<file path="src/hdl/cte_consts.svh">
`ifndef CTE_CONSTS_SVH
`define CTE_CONSTS_SVH
// register indices, byte address is four times the index
`define CTE_IDX_CFG 8'h41
`define CTE_IDX_STB 8'h42
`define CTE_IDX_ENA 8'h43
`define CTE_IDX_FLG 8'h47
// extra registers, byte addresses
`define CTE_A_CNT 12'h120
`define CTE_A_BST 12'h124
`define CTE_A_BIF 12'h128
`define CTE_A_BCN 12'h12C
`define CTE_A_IST 12'h200
`define CTE_A_ICL 12'h204
`define CTE_A_IEN 12'h208
// reset value and writable masks
`define CTE_RST8 8'h00
`define CTE_CFG_MASK 8'hF1
`define CTE_ENA_MASK 8'hEF
`define CTE_FLG_MASK 8'hEF
// configuration fields
`define CTE_B_CNTCLR 7
`define CTE_B_BUFCLR 4
`define CTE_B_STAMP 0
// enable and flag fields
`define CTE_B_EVIN 5
`define CTE_B_BAT 3
`define CTE_B_TMP 2
// interrupt status fields
`define CTE_I_EVT 0
`define CTE_I_CMD 1
`define CTE_I_BUF 2
// cycles spent writing stamp data into the first buffer
`define CTE_STAMP_CYC 8
// bus responses
`define CTE_RESP_OK 2'b00
`define CTE_RESP_DEC 2'b11
`endif

</file>
<file path="src/hdl/cte_top_end.sv">
`default_nettype none
`default_nettype wire

</file>
<file path="src/hdl/cte_pkg.sv">
`default_nettype none
package cte_pkg;
  // command sequencer states
  typedef enum logic [1:0] {
    ST_IDLE = 2'b00,
    ST_CLEAR = 2'b01,
    ST_STAMP = 2'b10
  } cte_state_t;
endpackage
`default_nettype wire

</file>
<file path="src/hdl/cte_reg_if.sv">
`default_nettype none
// register access between bus slave and register bank
interface cte_reg_if;
  logic wr_en; // one-cycle write pulse
  logic [11:0] wr_addr; // write byte address
  logic [31:0] wr_data; // write data
  logic [3:0] wr_strb; // write byte lanes
  logic wr_ok; // write address is mapped
  logic [11:0] rd_addr; // read byte address
  logic [31:0] rd_data; // read data
  logic rd_ok; // read address is mapped
  modport bus(output wr_en, wr_addr, wr_data, wr_strb, rd_addr,
              input wr_ok, rd_data, rd_ok);
  modport regs(input wr_en, wr_addr, wr_data, wr_strb, rd_addr,
               output wr_ok, rd_data, rd_ok);
endinterface
`default_nettype wire

</file>
<file path="src/hdl/cte_top.sv">
// Decided for this implementation: the AXI4-Lite slave port.
`include "cte_consts.svh"
`default_nettype none
module cte_top #(
  parameter int STAMP_CYC = `CTE_STAMP_CYC
) (
  // clock and reset
  input wire logic CLK,
  input wire logic RST,
  // axi4-lite write
  input wire logic [11:0] AWADDR,
  input wire logic AWVALID,
  output logic AWREADY,
  input wire logic [31:0] WDATA,
  input wire logic [3:0] WSTRB,
  input wire logic WVALID,
  output logic WREADY,
  output logic [1:0] BRESP,
  output logic BVALID,
  input wire logic BREADY,
  // axi4-lite read
  input wire logic [11:0] ARADDR,
  input wire logic ARVALID,
  output logic ARREADY,
  output logic [31:0] RDATA,
  output logic [1:0] RRESP,
  output logic RVALID,
  input wire logic RREADY,
  // event sources
  input wire logic [2:0] EVT_IN,
  input wire logic BAT_DROP,
  input wire logic TMP_DROP,
  input wire logic VDD_DROP,
  input wire logic OSC_STOP,
  input wire logic STAMP2_TRIG,
  input wire logic STAMP3_TRIG,
  // outputs
  output logic STAMP1_TRIG,
  output logic IRQ
);
  cte_reg_if rif(); // register access

  // register index to byte address
  function automatic logic [11:0] idx2addr(input logic [7:0] idx);
    return {2'b00, idx, 2'b00};
  endfunction

  // mapped address check, shared by reads and writes
  function automatic logic addr_ok(input logic [11:0] a);
    return a == idx2addr(`CTE_IDX_CFG) || a == idx2addr(`CTE_IDX_STB) ||
           a == idx2addr(`CTE_IDX_ENA) || a == idx2addr(`CTE_IDX_FLG) ||
           a == `CTE_A_CNT || a == `CTE_A_BST || a == `CTE_A_BIF ||
           a == `CTE_A_BCN || a == `CTE_A_IST || a == `CTE_A_ICL ||
           a == `CTE_A_IEN;
  endfunction

  // byte-lane merge of a write into an old value
  function automatic logic [31:0] wmerge(input logic [31:0] old,
                                         input logic [31:0] wd, input logic [3:0] s);
    logic [31:0] m;
    m = {{8{s[3]}}, {8{s[2]}}, {8{s[1]}}, {8{s[0]}}};
    return (old & ~m) | (wd & m);
  endfunction

  cte_axil u_axil (
    .clk(CLK), .rst(RST),
    .awaddr(AWADDR), .awvalid(AWVALID), .awready(AWREADY),
    .wdata(WDATA), .wstrb(WSTRB), .wvalid(WVALID), .wready(WREADY),
    .bresp(BRESP), .bvalid(BVALID), .bready(BREADY),
    .araddr(ARADDR), .arvalid(ARVALID), .arready(ARREADY),
    .rdata(RDATA), .rresp(RRESP), .rvalid(RVALID), .rready(RREADY),
    .rif(rif)
  );

  logic [7:0] cfg_ff; // command action configuration
  logic [7:0] strobe_ff; // command strobe value
  logic [7:0] ena_ff; // event trigger enable
  logic [7:0] flg_ff; // event flag register
  logic [19:0] bcn_ff; // per-buffer interrupt counts
  logic [2:0] ist_ff; // interrupt status
  logic [2:0] ien_ff; // interrupt enable
  logic irq_ff; // registered interrupt line
  logic stamp_trig_ff; // capture trigger pulse
  cte_pkg::cte_state_t state_ff; // command sequencer
  logic [7:0] wait_ff; // stamp write countdown
  logic [2:0] evp_ff; // previous event input levels
  logic [5:0] evc_ff [3]; // event pulse counters
  logic [2:0] ev_edge; // event input rising edges
  logic [7:0] ev_vec; // all event sources in flag layout
  logic [7:0] nxt_flg; // next event flags
  logic [31:0] wdm; // write data merged per lane
  logic [31:0] cfg_wm, ena_wm, bcn_wm; // old register values merged with the write
  logic wr_cfg, wr_stb, wr_ena, wr_flg, wr_bif, wr_bcn, wr_icl, wr_ien;
  logic cmd_go; // command accepted this cycle
  logic stamp_done; // stamp data written
  logic cmd_done; // command finished
  logic [2:0] buf_clr; // per-buffer clear
  logic [2:0] buf_wr; // per-buffer entry write
  logic [2:0] bif_clr; // per-buffer flag clear
  logic [2:0] bif; // buffer interrupt flags
  logic [2:0] bif_set; // buffer interrupt flag set pulses
  logic [5:0] ptr1; // buffer one pointer
  logic [3:0] ptr2, ptr3; // buffer two and three pointers
  logic [2:0] full, empty, ovw; // buffer flags

  // write decode
  assign wdm = wmerge(32'h0000_0000, rif.wr_data, rif.wr_strb);
  assign cfg_wm = wmerge({24'h00_0000, cfg_ff}, rif.wr_data, rif.wr_strb);
  assign ena_wm = wmerge({24'h00_0000, ena_ff}, rif.wr_data, rif.wr_strb);
  assign bcn_wm = wmerge({12'h000, bcn_ff}, rif.wr_data, rif.wr_strb);
  assign rif.wr_ok = addr_ok(rif.wr_addr);
  assign wr_cfg = rif.wr_en && rif.wr_addr == idx2addr(`CTE_IDX_CFG);
  assign wr_stb = rif.wr_en && rif.wr_addr == idx2addr(`CTE_IDX_STB) && rif.wr_strb[0];
  assign wr_ena = rif.wr_en && rif.wr_addr == idx2addr(`CTE_IDX_ENA);
  assign wr_flg = rif.wr_en && rif.wr_addr == idx2addr(`CTE_IDX_FLG) && rif.wr_strb[0];
  assign wr_bif = rif.wr_en && rif.wr_addr == `CTE_A_BIF && rif.wr_strb[0];
  assign wr_bcn = rif.wr_en && rif.wr_addr == `CTE_A_BCN;
  assign wr_icl = rif.wr_en && rif.wr_addr == `CTE_A_ICL && rif.wr_strb[0];
  assign wr_ien = rif.wr_en && rif.wr_addr == `CTE_A_IEN && rif.wr_strb[0];

  // a strobe write while busy is ignored
  assign cmd_go = wr_stb && state_ff == cte_pkg::ST_IDLE;
  assign stamp_done = state_ff == cte_pkg::ST_STAMP && wait_ff == 8'h00;
  assign cmd_done = state_ff == cte_pkg::ST_CLEAR || stamp_done;
  // every enabled action is launched by the same write
  assign buf_clr = {3{cmd_go}} & cfg_ff[`CTE_B_BUFCLR +: 3];
  assign buf_wr = {STAMP3_TRIG, STAMP2_TRIG, stamp_done};
  assign bif_clr = {3{wr_bif}} & ~rif.wr_data[2:0];

  // configuration and enable registers
  always_ff @(posedge CLK or posedge RST) begin
    if (RST) begin
      cfg_ff <= `CTE_RST8;
      ena_ff <= `CTE_RST8;
      bcn_ff <= 20'h0_0000;
      ien_ff <= 3'h0;
    end else begin
      if (wr_cfg) cfg_ff <= cfg_wm[7:0] & `CTE_CFG_MASK;
      if (wr_ena) ena_ff <= ena_wm[7:0] & `CTE_ENA_MASK;
      if (wr_bcn) bcn_ff <= bcn_wm[19:0];
      if (wr_ien) ien_ff <= rif.wr_data[2:0];
    end
  end

  // command sequencer and strobe value
  always_ff @(posedge CLK or posedge RST) begin
    if (RST) begin
      state_ff <= cte_pkg::ST_IDLE;
      strobe_ff <= `CTE_RST8;
      wait_ff <= 8'h00;
    end else begin
      unique case (state_ff)
        cte_pkg::ST_IDLE: begin
          if (cmd_go) begin
            // strobe holds a non-zero value while the command runs
            strobe_ff <= (wdm[7:0] != 8'h00) ? wdm[7:0] : 8'h01;
            wait_ff <= 8'(STAMP_CYC - 1);
            state_ff <= cfg_ff[`CTE_B_STAMP] ? cte_pkg::ST_STAMP : cte_pkg::ST_CLEAR;
          end
        end
        cte_pkg::ST_CLEAR: begin
          // clears took effect at the write, done in one cycle
          state_ff <= cte_pkg::ST_IDLE;
          strobe_ff <= `CTE_RST8;
        end
        cte_pkg::ST_STAMP: begin
          // stamp data and flags written, then release the strobe
          if (stamp_done) begin
            state_ff <= cte_pkg::ST_IDLE;
            strobe_ff <= `CTE_RST8;
          end else begin
            wait_ff <= wait_ff - 8'h01;
          end
        end
        default: begin
          state_ff <= cte_pkg::ST_IDLE;
          strobe_ff <= `CTE_RST8;
        end
      endcase
    end
  end

  // capture trigger pulse to the first buffer
  always_ff @(posedge CLK or posedge RST) begin
    if (RST) stamp_trig_ff <= 1'b0;
    else stamp_trig_ff <= cmd_go && cfg_ff[`CTE_B_STAMP];
  end
  assign STAMP1_TRIG = stamp_trig_ff;

  // event input edges and pulse counters
  assign ev_edge = EVT_IN & ~evp_ff;
  always_ff @(posedge CLK or posedge RST) begin
    if (RST) begin
      evp_ff <= 3'h0;
      for (int i = 0; i < 3; i++) evc_ff[i] <= 6'h00;
    end else begin
      evp_ff <= EVT_IN;
      for (int i = 0; i < 3; i++) begin
        if (cmd_go && cfg_ff[`CTE_B_CNTCLR]) evc_ff[i] <= 6'h00;
        else if (ev_edge[i]) evc_ff[i] <= evc_ff[i] + 6'h01;
      end
    end
  end

  // event flags: set only when enabled, write 0 clears, set wins
  assign ev_vec = {ev_edge, 1'b0, BAT_DROP, TMP_DROP, VDD_DROP, OSC_STOP};
  always_comb begin
    nxt_flg = flg_ff;
    if (wr_flg) nxt_flg = flg_ff & rif.wr_data[7:0];
    nxt_flg = (nxt_flg | (ev_vec & ena_ff)) & `CTE_FLG_MASK;
  end
  always_ff @(posedge CLK or posedge RST) begin
    if (RST) flg_ff <= `CTE_RST8;
    else flg_ff <= nxt_flg;
  end

  // interrupt status, write-one clear, set wins
  always_ff @(posedge CLK or posedge RST) begin
    if (RST) begin
      ist_ff <= 3'h0;
      irq_ff <= 1'b0;
    end else begin
      ist_ff <= (ist_ff & ~({3{wr_icl}} & rif.wr_data[2:0])) |
                {|bif_set, cmd_done, |(ev_vec & ena_ff)};
      irq_ff <= |(ist_ff & ien_ff);
    end
  end
  assign IRQ = irq_ff;

  // time-stamp buffer status
  cte_buf #(.PW(6)) u_buf_one (
    .clk(CLK), .rst(RST), .clr(buf_clr[0]), .wr(buf_wr[0]),
    .int_cnt(bcn_ff[5:0]), .intf_clr(bif_clr[0]),
    .ptr(ptr1), .full(full[0]), .empty(empty[0]), .ovw(ovw[0]),
    .intf(bif[0]), .intf_set(bif_set[0])
  );
  cte_buf #(.PW(4)) u_buf_two (
    .clk(CLK), .rst(RST), .clr(buf_clr[1]), .wr(buf_wr[1]),
    .int_cnt(bcn_ff[11:8]), .intf_clr(bif_clr[1]),
    .ptr(ptr2), .full(full[1]), .empty(empty[1]), .ovw(ovw[1]),
    .intf(bif[1]), .intf_set(bif_set[1])
  );
  cte_buf #(.PW(4)) u_buf_three (
    .clk(CLK), .rst(RST), .clr(buf_clr[2]), .wr(buf_wr[2]),
    .int_cnt(bcn_ff[19:16]), .intf_clr(bif_clr[2]),
    .ptr(ptr3), .full(full[2]), .empty(empty[2]), .ovw(ovw[2]),
    .intf(bif[2]), .intf_set(bif_set[2])
  );

  // read mux
  always_comb begin
    rif.rd_ok = addr_ok(rif.rd_addr);
    rif.rd_data = 32'h0000_0000;
    unique case (rif.rd_addr)
      idx2addr(`CTE_IDX_CFG): rif.rd_data = {24'h00_0000, cfg_ff};
      idx2addr(`CTE_IDX_STB): rif.rd_data = {24'h00_0000, strobe_ff};
      idx2addr(`CTE_IDX_ENA): rif.rd_data = {24'h00_0000, ena_ff};
      idx2addr(`CTE_IDX_FLG): rif.rd_data = {24'h00_0000, flg_ff};
      `CTE_A_CNT: rif.rd_data = {8'h00, 2'b00, evc_ff[2], 2'b00, evc_ff[1],
                                 2'b00, evc_ff[0]};
      `CTE_A_BST: rif.rd_data = {5'h00, ovw[2], full[2], empty[2], ptr3,
                                 1'b0, ovw[1], full[1], empty[1], ptr2,
                                 1'b0, ovw[0], full[0], empty[0], 2'b00, ptr1};
      `CTE_A_BIF: rif.rd_data = {29'h0000_0000, bif};
      `CTE_A_BCN: rif.rd_data = {12'h000, bcn_ff};
      `CTE_A_IST: rif.rd_data = {29'h0000_0000, ist_ff};
      `CTE_A_IEN: rif.rd_data = {29'h0000_0000, ien_ff};
      default: rif.rd_data = 32'h0000_0000;
    endcase
  end
endmodule // cte_top
`default_nettype wire

</file>
<file path="src/hdl/cte_axil.sv">
`include "cte_consts.svh"
`default_nettype none
module cte_axil (
  // clock and reset
  input wire logic clk,
  input wire logic rst,
  // write address
  input wire logic [11:0] awaddr,
  input wire logic awvalid,
  output logic awready,
  // write data
  input wire logic [31:0] wdata,
  input wire logic [3:0] wstrb,
  input wire logic wvalid,
  output logic wready,
  // write response
  output logic [1:0] bresp,
  output logic bvalid,
  input wire logic bready,
  // read address
  input wire logic [11:0] araddr,
  input wire logic arvalid,
  output logic arready,
  // read data
  output logic [31:0] rdata,
  output logic [1:0] rresp,
  output logic rvalid,
  input wire logic rready,
  // register side
  cte_reg_if.bus rif
);
  logic aw_ff; // write address held
  logic w_ff; // write data held
  logic [11:0] awa_ff; // held write address
  logic [31:0] wd_ff; // held write data
  logic [3:0] ws_ff; // held byte lanes
  logic bv_ff; // response pending
  logic [1:0] br_ff; // response code
  logic rv_ff; // read data pending
  logic [1:0] rr_ff; // read response code
  logic [31:0] rd_ff; // read data

  // each channel accepts one item until the response is gone
  assign awready = !aw_ff && !bv_ff;
  assign wready = !w_ff && !bv_ff;
  assign arready = !rv_ff;
  assign bvalid = bv_ff;
  assign bresp = br_ff;
  assign rvalid = rv_ff;
  assign rresp = rr_ff;
  assign rdata = rd_ff;
  // write fires once both halves are held
  assign rif.wr_en = aw_ff && w_ff && !bv_ff;
  assign rif.wr_addr = awa_ff;
  assign rif.wr_data = wd_ff;
  assign rif.wr_strb = ws_ff;
  assign rif.rd_addr = araddr;

  // write channels, in either order
  always_ff @(posedge clk or posedge rst) begin
    if (rst) begin
      aw_ff <= 1'b0;
      w_ff <= 1'b0;
      awa_ff <= 12'h000;
      wd_ff <= 32'h0000_0000;
      ws_ff <= 4'h0;
      bv_ff <= 1'b0;
      br_ff <= `CTE_RESP_OK;
    end else begin
      if (awvalid && awready) begin
        aw_ff <= 1'b1;
        awa_ff <= awaddr;
      end
      if (wvalid && wready) begin
        w_ff <= 1'b1;
        wd_ff <= wdata;
        ws_ff <= wstrb;
      end
      if (rif.wr_en) begin
        // unmapped addresses answer decode error
        aw_ff <= 1'b0;
        w_ff <= 1'b0;
        bv_ff <= 1'b1;
        br_ff <= rif.wr_ok ? `CTE_RESP_OK : `CTE_RESP_DEC;
      end else if (bv_ff && bready) begin
        bv_ff <= 1'b0;
      end
    end
  end

  // read channel, data sampled at the address handshake
  always_ff @(posedge clk or posedge rst) begin
    if (rst) begin
      rv_ff <= 1'b0;
      rr_ff <= `CTE_RESP_OK;
      rd_ff <= 32'h0000_0000;
    end else if (arvalid && arready) begin
      rv_ff <= 1'b1;
      rr_ff <= rif.rd_ok ? `CTE_RESP_OK : `CTE_RESP_DEC;
      rd_ff <= rif.rd_data;
    end else if (rv_ff && rready) begin
      rv_ff <= 1'b0;
    end
  end
endmodule // cte_axil
`default_nettype wire

</file>
<file path="src/hdl/cte_buf.sv">
`default_nettype none
module cte_buf #(
  parameter int PW = 6
) (
  // clock and reset
  input wire logic clk,
  input wire logic rst,
  // control
  input wire logic clr, // command clear of full, empty and overwrite flags and pointer
  input wire logic wr, // one entry written
  input wire logic [PW-1:0] int_cnt, // entries per interrupt flag
  input wire logic intf_clr, // software clear of interrupt flag
  // status
  output logic [PW-1:0] ptr,
  output logic full,
  output logic empty,
  output logic ovw,
  output logic intf,
  output logic intf_set
);
  logic [PW-1:0] ptr_ff; // event pointer
  logic full_ff; // buffer full flag
  logic empty_ff; // buffer empty flag
  logic ovw_ff; // overwrite flag
  logic [PW-1:0] ent_ff; // entries since last interrupt flag
  logic intf_ff; // interrupt flag

  assign ptr = ptr_ff;
  assign full = full_ff;
  assign empty = empty_ff;
  assign ovw = ovw_ff;
  assign intf = intf_ff;
  // flag raised when the configured count is reached
  // a count of zero never raises the flag
  assign intf_set = wr && int_cnt != '0 && (ent_ff + 1'b1 == int_cnt);

  // pointer and buffer flags
  always_ff @(posedge clk or posedge rst) begin
    if (rst) begin
      ptr_ff <= '0;
      full_ff <= 1'b0;
      empty_ff <= 1'b1;
      ovw_ff <= 1'b0;
    end else if (clr) begin
      // back to the empty state
      ptr_ff <= '0;
      full_ff <= 1'b0;
      empty_ff <= 1'b1;
      ovw_ff <= 1'b0;
    end else if (wr) begin
      // writing into a full buffer overwrites the oldest entry
      ptr_ff <= ptr_ff + 1'b1;
      empty_ff <= 1'b0;
      if (&ptr_ff) full_ff <= 1'b1;
      if (full_ff) ovw_ff <= 1'b1;
    end
  end

  // interrupt counting, set wins over software clear
  always_ff @(posedge clk or posedge rst) begin
    if (rst) begin
      ent_ff <= '0;
      intf_ff <= 1'b0;
    end else begin
      if (clr) ent_ff <= '0;
      else if (intf_set) ent_ff <= '0;
      else if (wr) ent_ff <= ent_ff + 1'b1;
      if (intf_set) intf_ff <= 1'b1;
      else if (intf_clr) intf_ff <= 1'b0;
    end
  end
endmodule // cte_buf
`default_nettype wire

</file>
<file path="config.mk">
export PLATFORM = sky130hd
export DESIGN_NAME = cte_top
export DESIGN_NICKNAME = d
export VERILOG_FILES = /design/src/hdl/cte_top_end.sv /design/src/hdl/cte_pkg.sv /design/src/hdl/cte_reg_if.sv /design/src/hdl/cte_top.sv /design/src/hdl/cte_axil.sv /design/src/hdl/cte_buf.sv
export VERILOG_INCLUDE_DIRS = /design/src /design/src/hdl
export SDC_FILE = /design/constraint.sdc
export NUM_CORES = 1
export LEC_CHECK = 0
export BUFFER_PORTS_ARGS = -buffer_cell sky130_fd_sc_hd__buf_4
export CORE_MARGIN = 10
export CORE_UTILIZATION = 25
export CTS_BUF_LIST = sky130_fd_sc_hd__clkbuf_4 sky130_fd_sc_hd__clkbuf_8
export CTS_CLUSTER_DIAMETER = 150
export DETAILED_ROUTE_END_ITERATION = 7
export GPL_ROUTABILITY_DRIVEN = 0
export PLACE_DENSITY_LB_ADDON = 0.3
export SYNTH_ARGS = -nofsm -noshare
export SYNTH_HDL_FRONTEND = slang
export SYNTH_HIERARCHICAL = 1
export SYNTH_SLANG_ARGS = --single-unit
</file>
<file path="constraint.sdc">
create_clock -name CLK -period 8 [get_ports CLK]
set_input_delay 1.2 -clock CLK [delete_from_list [all_inputs] [get_ports CLK]]
set_output_delay 1.2 -clock CLK [all_outputs]
set_load 0.05 [all_outputs]
</file>
**Word level (Yosys, flattened, before mapping)**

Cells that the tools add are included.

- Output and inout port bits: 43
- Input bits: 76
- Register bits after elaboration: 201

- Mux-type cells: 74
- Bitwise logic cells: 21
- Reductions and logical operators: 100
- Eq/ne operators: 30
- Add/sub/neg operators: 10

Operators by type and width:

| operator | count |
|---|---|
| $pmux W27 S10 | 1 |
| $eq A12 B9 Y1 const B | 16 |
| $eq A12 B10 Y1 const B | 6 |
| $mux W6 | 11 |
| $mux W8 | 6 |
| $and A20 B20 Y20 | 2 |
| $mux W4 | 10 |
| $reduce_bool A2 Y1 | 20 |
| $mux W1 | 38 |
| $and A8 B8 Y8 | 4 |
| $logic_and A1 B1 Y1 | 32 |
| $pmux W8 S2 | 2 |
| $add A6 B1 Y6 const B | 5 |
| $or A8 B8 Y8 | 3 |
| $logic_or A1 B1 Y1 | 21 |
| $not A20 Y20 | 1 |
| $or A20 B20 Y20 | 1 |
| $and A3 B3 Y3 | 6 |
| $add A4 B1 Y4 const B | 4 |
| $reduce_and A2 Y1 | 7 |
| $mux W2 | 5 |
| $not A3 Y3 | 3 |
| $reduce_bool A3 Y1 | 3 |
| $eq A4 B4 Y1 | 2 |
| other kinds (18) | 26 |

**Depth between registers and ports, before layout**

- Depth after elaboration: 12
- Gate-level depth with buffers: 10

**By module**

The synthesis kept the hierarchy.

By module, submodules not included:

| module | seq. area each (µm²) | area each (µm²) | cells an instance | instances |
|---|---|---|---|---|
| cte_top | 2,152.1 | 4,829.6 | 456 | 1 |
| cte_axil | 2,152.1 | 3,468.3 | 209 | 1 |
| cte_buf at u_buf_three ... | 301.5 | 629.4 | 56 | 2 |
| cte_buf at u_buf_one | 401.6 | 905.9 | 87 | 1 |

**Least setup slack after synthesis**

OpenSTA, ideal clock, no wires.

- Path type: input to register
- From: input port ARADDR[9]
- To: register u_axil.rd_ff[5], in the netlist u_axil/rdata[5]
- Cell stages on the path: 8
- Setup slack: 5.037 ns
- Arrival: 2.896 ns
- Data required time: 7.933 ns
- Path buffers: 3
- Path through: buf_4 -> or4b_1 -> buf_4 -> nor4_4 -> buf_6 -> a22oi_1 -> nand2_1 -> mux2_2

- Cells in the longest elaborated chain, start to end: 2
- Elaborated cells on any way between the ends: 11
- Those cells by class: eq/ne: 10; mux: 1

RTL lines:

| item | RTL line | source |
|---|---|---|
| start: declaration | cte_top.sv:22 | `input wire logic [11:0] ARADDR,` |
| $eq A12 B10 Y1 or $eq A12 B9 Y1 (tied branches) | cte_top.sv:254 | `unique case (rif.rd_addr)` |
| $pmux W27 S10 * | cte_top.sv:254 |  |
| net rif.rd_data[5] | cte_reg_if.sv:10 | `logic [31:0] rd_data;` |
| end signal: assignment | cte_axil.sv:100 | `rd_ff <= rif.rd_data;` |
| end: declaration | cte_axil.sv:41 | `logic [31:0] rd_ff;` |

Mark *: on every way through the listed nets, which the timed path passes. The rest lies on a longest branch.
A chain may end at the register's enable or synchronous reset.

**Worst setup path after layout**

- From: input port ARADDR[1]
- To: register u_axil.rd_ff[4], in the netlist u_axil/rdata[4]

The elaborated chain is that of the path after synthesis.

==> reports/qor.txt <==
PortBufs -> 105
Mapped Cells -> 838
GRT Util Overall -> 11.4%
share of layout cells above drive strength 1 -> 30.3%
vias per cell -> 4.63
Iter 0 DRT Violations -> 561
total grt overflow -> 0
Chip Height -> 220 µm
io pins -> 119
vias in the first global route -> 7295
Placed Cells -> 1429
Die ar. -> 48300 µm²
WS Path Type -> primary input to flop
Post-Layout Cell Count -> 1463
sw power -> 1.03 mW
clock latency on the worst-skew pair -> 490 ps
root buf cell -> clkbuf_8
part of the power in the clock network -> 23.5%
worst vdd ir -> 0.0957 mV
Worst slew margin -> 25.0%
clock-pin slew on the worst setup and hold paths -> 110 ps
synth warn -> 6
Arrival @ worst endpoint -> 3710 ps
Slew Limit Fails -> 0
CTS HTree Levels -> 4
Crit. End Element -> flop
row cnt -> 73
first-pass GRT wire length -> 42800 µm
CTS tree -> yes
clock tree buffer depth -> 2
part of the power in combinational logic -> 25.9%
r2r worst-path depth -> 8
Routed WL -> 26700 µm
vias -> 6770
Core ar. -> 39500 µm²
Max Freq -> 0.305 GHz
final setup TNS -> 0 ps
Net count, final -> 1010
Seq pwr share -> 50.6%
Setup Viol. Count Final -> 0
Pwr Density -> 251 nW/µm²
DR WL/cell -> 18.2 µm
DRC -> 0
Pint -> 1.88 mW
post-CTS resize count -> 0
worst-margin pin slew -> 1120 ps
syn_area_per_cell -> 11.9 µm²
Critical Path Start Type -> primary input
hold path depth -> 1
layout overhead on the synthesized area -> 16.5%
Hold WC Path Type -> flop to flop
CTS Sinks -> 199
Die W -> 220 µm
Layout Skew -> 21.7 ps
final core area utilization -> 29.4%
DP Wirelength -> 19900 µm
Initial DRT Pass Iterations -> 5
CP required -> 8430 ps
crit-path max FO -> 19
Inserted Clock Buffers -> 17
antenna viol nets, final -> 0
Final min period -> 3280 ps
RSZ-0062 raised after global routing -> no
period utilization -> 41.0%
initial antenna violation count -> 5
max_cap viols -> 0
Mapped Area -> 9970 µm²
Starting Density -> 25.2%
largest net degree at the start of global routing -> 46
Leak -> 5.30 nW
Setup Buffers After CTS -> 0
status -> completed
Hold Fails Final Rpt -> 0
sw frac -> 35.5%
Hold Buf Count CTS -> 0
## critical path, stage by stage
cell and delay (ps):
buf_4 100, or4_1 820, nor4_4 1020, a22oi_1 210
o21ai_0 160, mux2_2 190
## power groups by stage
stage / clock network (mW) / registers (mW) / logic, mW
2_1_floorplan: 0 / 1.42 / 0.605
3_3_place_gp: 0 / 1.49 / 0.739
3_5_place_dp: 0 / 1.49 / 0.755
4_1_cts: 0.709 / 1.47 / 0.760
5_1_grt: 0.747 / 1.51 / 0.839
6_report: 0.684 / 1.47 / 0.754
## area by class of cell
type                       instances  area, µm²
antenna                            2       5.00
clock buffer                      18        248
clock inverter                    14        170
fill                            4072      27900
inverter                          32        123
multi-input combinational        561       4580
sequential                       199       4980
tap                              525        657
timing repair buffer             112        841
## metal layers
| metal | vias to the layer above | global-route usage [%] | wire length [µm] |
|---|---|---|---|
| met3 | 31 | 2.33 | 878 |
| met4 | 6 | 3.95 | 499 |
| met1 | 3426 | 14.0 | 11800 |
| met5 | - | 0 | 31 |
| met2 | 105 | 19.3 | 13500 |
| li1 | 3202 | - | - |
## through the flow
| stage | total power, mW | worst slack, ps | instance area [µm²] | hold slack, ps |
|---|---|---|---|---|
| floorplan | 2.03 | 4580 | 9980 | 454 |
| global route | 3.10 | 4540 | 11600 | 540 |
| global placement | 2.23 | 4170 | 11200 | 477 |
| CTS | 2.94 | 4690 | 11600 | 505 |
| detailed placement | 2.24 | 4150 | 11200 | 491 |
| finish | 2.91 | 4720 | 11600 | 499 |
## path summary, 6_finish.rpt
kind	start	to	slack [ps]
min in group asynchronous	RST	u_buf_three/ptr[0]	780
max in group asynchronous	RST	asynchronous set/reset pin	6010
worst max register to register	u_axil/bvalid	u_buf_one/ptr[4]	5270
worst min-delay path	wait_ff[0]	wait_ff[0]	500
worst min register to register	wait_ff[0]	wait_ff[0]	500
worst max-delay path	ARADDR[1]	u_axil/rdata[4]	4720
## cell usage in the layout (no fill, tap or decap), drive strengths merged, types with 14 or more instances in the layout
cell type  count
a22o          14
nand2         33
dfrtp        196
xor2          31
nand4         14
nor3          14
xnor2         18
buf          112
mux2         107
nor2          59
mux2i         25
inv           40
a21oi         31
clkbuf        18
Note: power is estimated with default switching activity, not from simulation.
